`src/pkg/rms_defines.svh`:
```
// Constants for the reset mode sequencer
`ifndef RMS_DEFINES_SVH
`define RMS_DEFINES_SVH
`define RMS_CLK_PERIOD_NS 25
`define RMS_LOCK_MAX_NS 10000
`define RMS_LOCK_CYC ((`RMS_LOCK_MAX_NS) / (`RMS_CLK_PERIOD_NS))
`define RMS_LOCK_DLY_CYC 24
`define RMS_PLL_SETTLE_CYC 200
`define RMS_CNT_W 9
`define RMS_STRAP_W 16
`define RMS_CNT_ZERO 9'h000
`define RMS_STRAP_ZERO 16'h0000
`define RMS_STAT_SOFT_BIT 4
`define RMS_STAT_W 8
`define RMS_STAT_ZERO 8'h00
`endif

```
`src/pkg/rms_pkg.sv`:
```
// Types for the reset mode sequencer
`default_nettype none
package rms_pkg;
    typedef enum logic [1:0] {
        RMS_ST_RESET = 2'b00,
        RMS_ST_WAIT = 2'b01,
        RMS_ST_SETTLE = 2'b11,
        RMS_ST_RUN = 2'b10
    } rms_state_t;
    typedef enum logic [1:0] {
        RMS_KIND_COLD = 2'b00,
        RMS_KIND_WARM = 2'b01,
        RMS_KIND_SOFT = 2'b11
    } rms_kind_t;
endpackage
`default_nettype wire

```
`src/logic/rms_sync.sv`:
```
// Two-flop synchroniser for a reset pin
`timescale 1ns/10ps
`default_nettype none
module rms_sync (
    // Clock and reset
    input wire logic mclk,
    input wire logic rst_n,
    // Pin and synchronised level
    input wire logic pin_n,
    output logic pin_sync_n
);
    logic stage1;

    // First flop feeds only the second
    always_ff @(posedge mclk) begin
        if (!rst_n) begin
            stage1 <= 1'b0;
            pin_sync_n <= 1'b0;
        end else begin
            stage1 <= pin_n;
            pin_sync_n <= stage1;
        end
    end
endmodule // rms_sync
`default_nettype wire

```
`src/logic/rms_sequencer.sv`:
```
// Reset mode sequencer: cold, warm and soft reset with clock-locked output
// Function
// - Three reset kinds: cold, hardware warm, watchdog soft.
// - Cold reset clears everything but the captured straps, clock synthesizer included.
// - Clock-locked rises within 10 us of system reset rising; boot waits.
// - System reset alone gives warm reset, clock synthesizer kept.
// - Watchdog timeout gives soft reset, same as warm, no pins.
// - Status bit 4 set on soft reset, cleared on warm or cold.
// - Clock-locked drops at once on any reset; low 26 clocks after soft.
// - Straps captured as a result of system reset rising.
`timescale 1ns/10ps
`default_nettype none
`include "rms_defines.svh"
module rms_sequencer (
    // Clock and reset
    input wire logic mclk,
    input wire logic rst_n,
    // Board reset pins
    input wire logic pwron_rst_in_n,
    input wire logic sys_rst_in_n,
    // Watchdog timeout pulse, same clock
    input wire logic wdog_timeout,
    // Configuration straps
    input wire logic [`RMS_STRAP_W-1:0] expansion_address_straps,
    // Sequencer outputs
    output logic clk_locked,
    output logic core_rst_n,
    output logic synth_rst_n,
    output logic [`RMS_STRAP_W-1:0] strap_value,
    output logic [`RMS_STAT_W-1:0] timer_status,
    output rms_pkg::rms_kind_t last_kind
);
    ////////////////////////////////////////////////////////////////////
    logic pwron_sync_n;
    logic sys_sync_n;
    logic sys_prev_n;
    rms_pkg::rms_state_t state;
    rms_pkg::rms_state_t next_state;
    logic [`RMS_CNT_W-1:0] cnt;
    logic [`RMS_CNT_W-1:0] next_cnt;
    logic strap_done;
    logic soft_pending;
    logic [`RMS_STRAP_W-1:0] strap_meta;
    logic [`RMS_STRAP_W-1:0] strap_sync;

    // Pins are asynchronous to mclk; sync both
    rms_sync u_sync_pwron (
        .mclk(mclk),
        .rst_n(rst_n),
        .pin_n(pwron_rst_in_n),
        .pin_sync_n(pwron_sync_n)
    );
    rms_sync u_sync_sys (
        .mclk(mclk),
        .rst_n(rst_n),
        .pin_n(sys_rst_in_n),
        .pin_sync_n(sys_sync_n)
    );

    ////////////////////////////////////////////////////////////////////
    // Event decode; board keeps system reset low under power-on
    wire cold_req = !pwron_sync_n;
    wire warm_req = pwron_sync_n && !sys_sync_n;
    wire soft_req = wdog_timeout && (state == rms_pkg::RMS_ST_RUN);
    wire any_req = cold_req || !sys_sync_n || soft_req;
    wire sys_rise = sys_sync_n && !sys_prev_n;
    wire cnt_zero = (cnt == `RMS_CNT_ZERO);
    wire [`RMS_CNT_W-1:0] cnt_dec = cnt - 9'h001;
    // Settle delay: full synthesizer lock after cold, short after warm or soft
    wire [`RMS_CNT_W-1:0] settle_len = (last_kind == rms_pkg::RMS_KIND_COLD)
        ? `RMS_CNT_W'(`RMS_PLL_SETTLE_CYC) : `RMS_CNT_W'(`RMS_LOCK_DLY_CYC);

    // Next state
    always_comb begin
        next_state = state;
        next_cnt = cnt;
        case (state)
            rms_pkg::RMS_ST_RESET: begin
                if (!any_req && soft_pending) begin
                    next_state = rms_pkg::RMS_ST_SETTLE; // No pins for soft
                    next_cnt = settle_len;
                end else if (sys_rise && pwron_sync_n) begin
                    next_state = rms_pkg::RMS_ST_WAIT;
                end
            end
            rms_pkg::RMS_ST_WAIT: begin
                next_state = rms_pkg::RMS_ST_SETTLE;
                next_cnt = settle_len;
            end
            rms_pkg::RMS_ST_SETTLE: begin
                if (cnt_zero && strap_done) begin
                    next_state = rms_pkg::RMS_ST_RUN;
                end else if (!cnt_zero) begin
                    next_cnt = cnt_dec;
                end
            end
            default: begin
                next_state = rms_pkg::RMS_ST_RUN;
            end
        endcase
        // Any reset drops everything at once
        if (any_req) begin
            next_state = rms_pkg::RMS_ST_RESET;
            next_cnt = `RMS_CNT_ZERO;
        end
    end

    // State and counter
    always_ff @(posedge mclk) begin
        if (!rst_n) begin
            state <= rms_pkg::RMS_ST_RESET;
            cnt <= `RMS_CNT_ZERO;
            sys_prev_n <= 1'b0;
        end else begin
            state <= next_state;
            cnt <= next_cnt;
            sys_prev_n <= sys_sync_n;
        end
    end

    // Straps are pins too; two flops, safe as a word since they sit still long before capture
    always_ff @(posedge mclk) begin
        if (!rst_n) begin
            strap_meta <= `RMS_STRAP_ZERO;
            strap_sync <= `RMS_STRAP_ZERO;
        end else begin
            strap_meta <= expansion_address_straps;
            strap_sync <= strap_meta;
        end
    end

    // Strap capture on system reset rising, held till the next system reset rising
    always_ff @(posedge mclk) begin
        if (!rst_n) begin
            strap_value <= `RMS_STRAP_ZERO;
            strap_done <= 1'b0;
        end else if (!sys_sync_n) begin
            strap_done <= 1'b0;
        end else if (sys_rise) begin
            strap_value <= strap_sync;
            strap_done <= 1'b1;
        end
    end

    // Reset kind and soft-reset status bit
    always_ff @(posedge mclk) begin
        if (!rst_n) begin
            last_kind <= rms_pkg::RMS_KIND_COLD;
            timer_status <= `RMS_STAT_ZERO;
            soft_pending <= 1'b0;
        end else if (cold_req) begin
            last_kind <= rms_pkg::RMS_KIND_COLD;
            timer_status[`RMS_STAT_SOFT_BIT] <= 1'b0;
            soft_pending <= 1'b0;
        end else if (warm_req) begin
            // A warm before a cold boot reaches run still counts synthesizer lock time
            if (last_kind != rms_pkg::RMS_KIND_COLD || state == rms_pkg::RMS_ST_RUN) begin
                last_kind <= rms_pkg::RMS_KIND_WARM;
            end
            timer_status[`RMS_STAT_SOFT_BIT] <= 1'b0;
            soft_pending <= 1'b0;
        end else if (soft_req) begin
            last_kind <= rms_pkg::RMS_KIND_SOFT;
            timer_status[`RMS_STAT_SOFT_BIT] <= 1'b1;
            soft_pending <= 1'b1;
        end else if (state == rms_pkg::RMS_ST_RESET) begin
            soft_pending <= 1'b0;
        end
    end

    // Outputs from flops; synthesizer reset only on cold
    always_ff @(posedge mclk) begin
        if (!rst_n) begin
            clk_locked <= 1'b0;
            core_rst_n <= 1'b0;
            synth_rst_n <= 1'b0;
        end else begin
            clk_locked <= (next_state == rms_pkg::RMS_ST_RUN);
            core_rst_n <= (next_state == rms_pkg::RMS_ST_RUN);
            synth_rst_n <= !cold_req;
        end
    end

    ////////////////////////////////////////////////////////////////////
    // Checks
    // Lock window after the eight quiet cycles of the antecedent
    localparam int LOCK_WIN_CYC = `RMS_LOCK_CYC - 8;
endmodule // rms_sequencer
`default_nettype wire

```
`config.mk`:
```
export PLATFORM = sky130hd
export DESIGN_NAME = rms_sequencer
export DESIGN_NICKNAME = d
export VERILOG_FILES = /design/src/pkg/rms_pkg.sv /design/src/logic/rms_sync.sv /design/src/logic/rms_sequencer.sv
export VERILOG_INCLUDE_DIRS = /design/src /design/src/pkg
export SDC_FILE = /design/constraint.sdc
export NUM_CORES = 1
export LEC_CHECK = 0
export ABC_AREA = 1
export BUFFER_PORTS_ARGS = -buffer_cell sky130_fd_sc_hd__buf_4
export CORE_ASPECT_RATIO = 1.2
export CORE_MARGIN = 5
export CORE_UTILIZATION = 42
export DETAILED_ROUTE_END_ITERATION = 16
export GPL_ROUTABILITY_DRIVEN = 0
export PLACE_DENSITY = 0.64
export SYNTH_ARGS = -nofsm -noshare
export SYNTH_HDL_FRONTEND = slang
export SYNTH_SLANG_ARGS = --single-unit
```
`constraint.sdc`:
```
create_clock -name mclk -period 3.9 [get_ports mclk]
set_input_delay 0.39 -clock mclk [delete_from_list [all_inputs] [get_ports mclk]]
set_output_delay 0.39 -clock mclk [all_outputs]
set_load 0.05 [all_outputs]
```
==> flow_metrics.tcl <==
set metrics [dict create \
    synth.ff_latch_count 71 \
    drt_first_iter_violations 74 \
    clockRootBuffer "sky130_fd_sc_hd__clkbuf_8" \
    power_leakage_nw 1.702 \
    synth_simple_gate_area_share_pct 25.85 \
    io-pin-count 50 \
    ys_seq_area_share_pct 52.91 \
    max-vdd-ir-drop_uv 291.8 \
    cts_hold_fix_bufs 0 \
    total_number_of_vias 2036 \
    cts_buffer_depth 2 \
    initial_core_utilization_pct 42.46 \
    layout_common_cells "sky130_fd_sc_hd__nand2_1, sky130_fd_sc_hd__dfxtp_1, sky130_fd_sc_hd__nor2_1" \
    synth_area_um2 2686 \
    layout-drive-gt1-share_pct 19.55 \
    grt_busiest_layer "met2" \
    height_of_the_die_um 97.61 \
    cts_made_buffers 9 \
    worst_rel_slew_slack_pct 66.06 \
    synth_adder_area_share_pct 0.9315 \
    drt_first_pass_iters 4 \
    clk_latency_ps 330 \
    hp-class "in2reg" \
    finalClockSkew_ps 5.818 \
    cap_violations 0 \
    maxSlewViolCount 0 \
    grt_max_degree 55 \
    grt_overflow 0 \
    synth_cells 352 \
    met1_usage_grt_pct 12.98 \
    cts-htree-levels 3 \
    critical_path_required_ps 4160 \
    clock-sinks 71 \
    synth.area.mux_share_pct 0 \
    area_added_between_synthesis_and_finish_pct 19.38 \
    crit_arrival_ps 1830 \
    remaining_number_of_nets_flagged_by_the_antenna_check_after_routing 0 \
    grt_pass1_vias 1920 \
    cp-end-kind "flip-flop" \
    grt.total_usage_pct 12.53 \
    fin_nets 417 \
    standard_cell_row_count 32 \
    routed_via_density 4.207 \
    cts_tree "built" \
    power.density_cell_area_nw_per_um2 442.9 \
    critical_path.max_fanout 8 \
    drt-total-wl_um 4708 \
    post-layout-total-power_mw 1.420 \
    groute.layer.met3.usage_pct 3.902 \
    synth-warning-count 0 \
    route.detailed.wl_per_inst_um 9.727 \
    total_setup_buffers_inserted_after_cts 0 \
    timing_worst_slew_pin_value_ps 509.0 \
    combinational_family_with_the_most_area_after_synthesis "simple AND/OR/NAND/NOR gates" \
    cts_resizes 0 \
    critPathLaunchType "flip-flop" \
    final_common_cell "sky130_fd_sc_hd__nand2_1" \
    parity_gate_share_of_the_synthesized_area_counting_xor_and_xnor_cells_pct 0.3260 \
    synth.lib_cells_used.distinct 28 \
    totalNegativeSetupSlack_ps 0 \
    num-fill-cells 667 \
    compound_gate_fraction_of_synth_area_pct 6.707 \
    final_period_minus_worst_setup_slack_ps 1573 \
    die_width_um 83.01 \
    finalHoldViolations 0 \
    status "finished clean" \
    first_pass_grt_wire_length_um 8135 \
    rsz0062_at_grt "no" \
    fmax_mhz 635.9 \
    diodes 0 \
    report.final.setup_viol 0 \
    critPathKind "reg2reg" \
    fin_worst_hold_slack_ps 230.2 \
    synth_area_per_cell_um2 7.632 \
    hpwlAfterDp_um 3466 \
    timing.final.crit_share_pct 40.32 \
    clkTransAtPathRegs_ps 70 \
    use_met2_pct 22.04 \
    drt_drc_violations_left 0 \
    placeableCoreArea_um2 6326 \
    floorplan.die_area_um2 8102 \
    port-buffer-count 42 \
    antenna_found_initial 0 \
]
-- worst max-delay path, stage by stage (launching register included) --
cell                      delay [ps]
sky130_fd_sc_hd__dfxtp_1         310
sky130_fd_sc_hd__inv_1           160
sky130_fd_sc_hd__ha_1            210
sky130_fd_sc_hd__nand2_1          60
sky130_fd_sc_hd__nor2_1          210
sky130_fd_sc_hd__nand3_4         110
sky130_fd_sc_hd__nand2_4          80
sky130_fd_sc_hd__inv_2            60
sky130_fd_sc_hd__nand2_4          90
sky130_fd_sc_hd__nand2_1          60
sky130_fd_sc_hd__a21oi_1         140
-- final timing paths --
check | startpoint | endpoint | slack [ps] | cells after the start
setup / recovery | cnt[0] | cnt[0] | 2330 | 10
hold reg to reg | strap_meta[2] | strap_sync[2] | 410 | 2
hold / removal | expansion_address_straps[7] | strap_meta[7] | 230 | 3
setup reg to reg | cnt[0] | cnt[0] | 2330 | 10
-- sequential cells by signal (all words and copies together), names as in the netlist --
signal	cells
cnt	9
u_sync_pwron.stage1	1
state	2
strap_meta	16
u_sync_pwron.pin_sync_n	1
strap_done	1
core_rst_n	1
sys_prev_n	1
u_sync_sys.pin_sync_n	1
strap_value	16
timer_status	1
u_sync_sys.stage1	1
strap_sync	16
synth_rst_n	1
soft_pending	1
last_kind	2
-- power by group --
part | internal [mW] | switching [mW]
registers | 0.751 | 0.00915
logic | 0.0356 | 0.0751
clock network | 0.293 | 0.257
-- area by class of cell --
type                       count  area, um^2  area share [%]
inverter                      64       240.2           7.491
multi-input combinational    206       934.6           29.15
clock inverter                 6       61.31           1.912
tap                           85       106.4           3.316
sequential                    71        1421           44.32
timing repair buffer          42       315.3           9.832
clock buffer                  10       127.6           3.980
-- cell families after synthesis --
| kind of cell | count (synthesis) |
|---|---|
| AOI/OAI and AO/OA | 34 |
| xor gates and xnor gates | 1 |
| adders and majority gates | 2 |
| buffers and inverters | 81 |
| DFF | 71 |
| other | 1 |
| and+or+nand+nor | 162 |
-- per-stage QoR --
stage	cells	util [%]	area [um^2]	worst slack, ps
6_report	484	50.69	3207	2327
5_1_grt	484	50.69	3207	2194
4_1_cts	484	50.69	3207	2340
3_5_place_dp	468	47.71	3018	2199
3_3_place_gp	468	47.71	3018	2246
2_1_floorplan	358	-	2709	2546
-- per-layer routing --
layer | share of wire (%) | vias to the layer above | wire [um]
li1 | - | 1111 | -
met1 | 43 | 877 | 2008
met2 | 50 | 39 | 2349
met3 | 5.0 | 9 | 235
met4 | 2.4 | 0 | 115
met5 | 0 | - | 0
-- cells in the mapped netlist --
| master | n | area [um^2] |
|---|---|---|
| sky130_fd_sc_hd__nand3_4 | 1 | 17.52 |
| sky130_fd_sc_hd__nor2_1 | 58 | 217.7 |
| sky130_fd_sc_hd__nand3_1 | 7 | 35.03 |
| sky130_fd_sc_hd__nand2_4 | 4 | 45.04 |
| sky130_fd_sc_hd__o21ai_0 | 19 | 95.09 |
| sky130_fd_sc_hd__inv_2 | 7 | 26.28 |
| sky130_fd_sc_hd__o21ai_1 | 1 | 5.000 |
| sky130_fd_sc_hd__clkbuf_1 | 6 | 22.52 |
| sky130_fd_sc_hd__a21oi_2 | 1 | 8.760 |
| sky130_fd_sc_hd__buf_4 | 9 | 67.56 |
| sky130_fd_sc_hd__conb_1 | 1 | 3.750 |
| sky130_fd_sc_hd__inv_1 | 57 | 214.0 |
| sky130_fd_sc_hd__nor3_1 | 1 | 5.000 |
| sky130_fd_sc_hd__xnor2_1 | 1 | 8.760 |
| sky130_fd_sc_hd__or2_2 | 1 | 6.260 |
| sky130_fd_sc_hd__nand2_2 | 4 | 25.02 |
| sky130_fd_sc_hd__o21a_1 | 1 | 7.510 |
| sky130_fd_sc_hd__ha_1 | 2 | 25.02 |
| sky130_fd_sc_hd__nor2_4 | 1 | 11.26 |
| sky130_fd_sc_hd__a31oi_1 | 1 | 6.260 |
| sky130_fd_sc_hd__nand2_1 | 80 | 300.3 |
| sky130_fd_sc_hd__nor2_2 | 2 | 12.51 |
| sky130_fd_sc_hd__buf_6 | 2 | 22.52 |
| sky130_fd_sc_hd__or2_1 | 1 | 6.260 |
| sky130_fd_sc_hd__nand4_1 | 2 | 12.51 |
| sky130_fd_sc_hd__dfxtp_1 | 71 | 1421 |
| sky130_fd_sc_hd__a21oi_1 | 9 | 45.04 |
| sky130_fd_sc_hd__o22ai_1 | 2 | 12.51 |
Power figures use the tool's default switching activity.
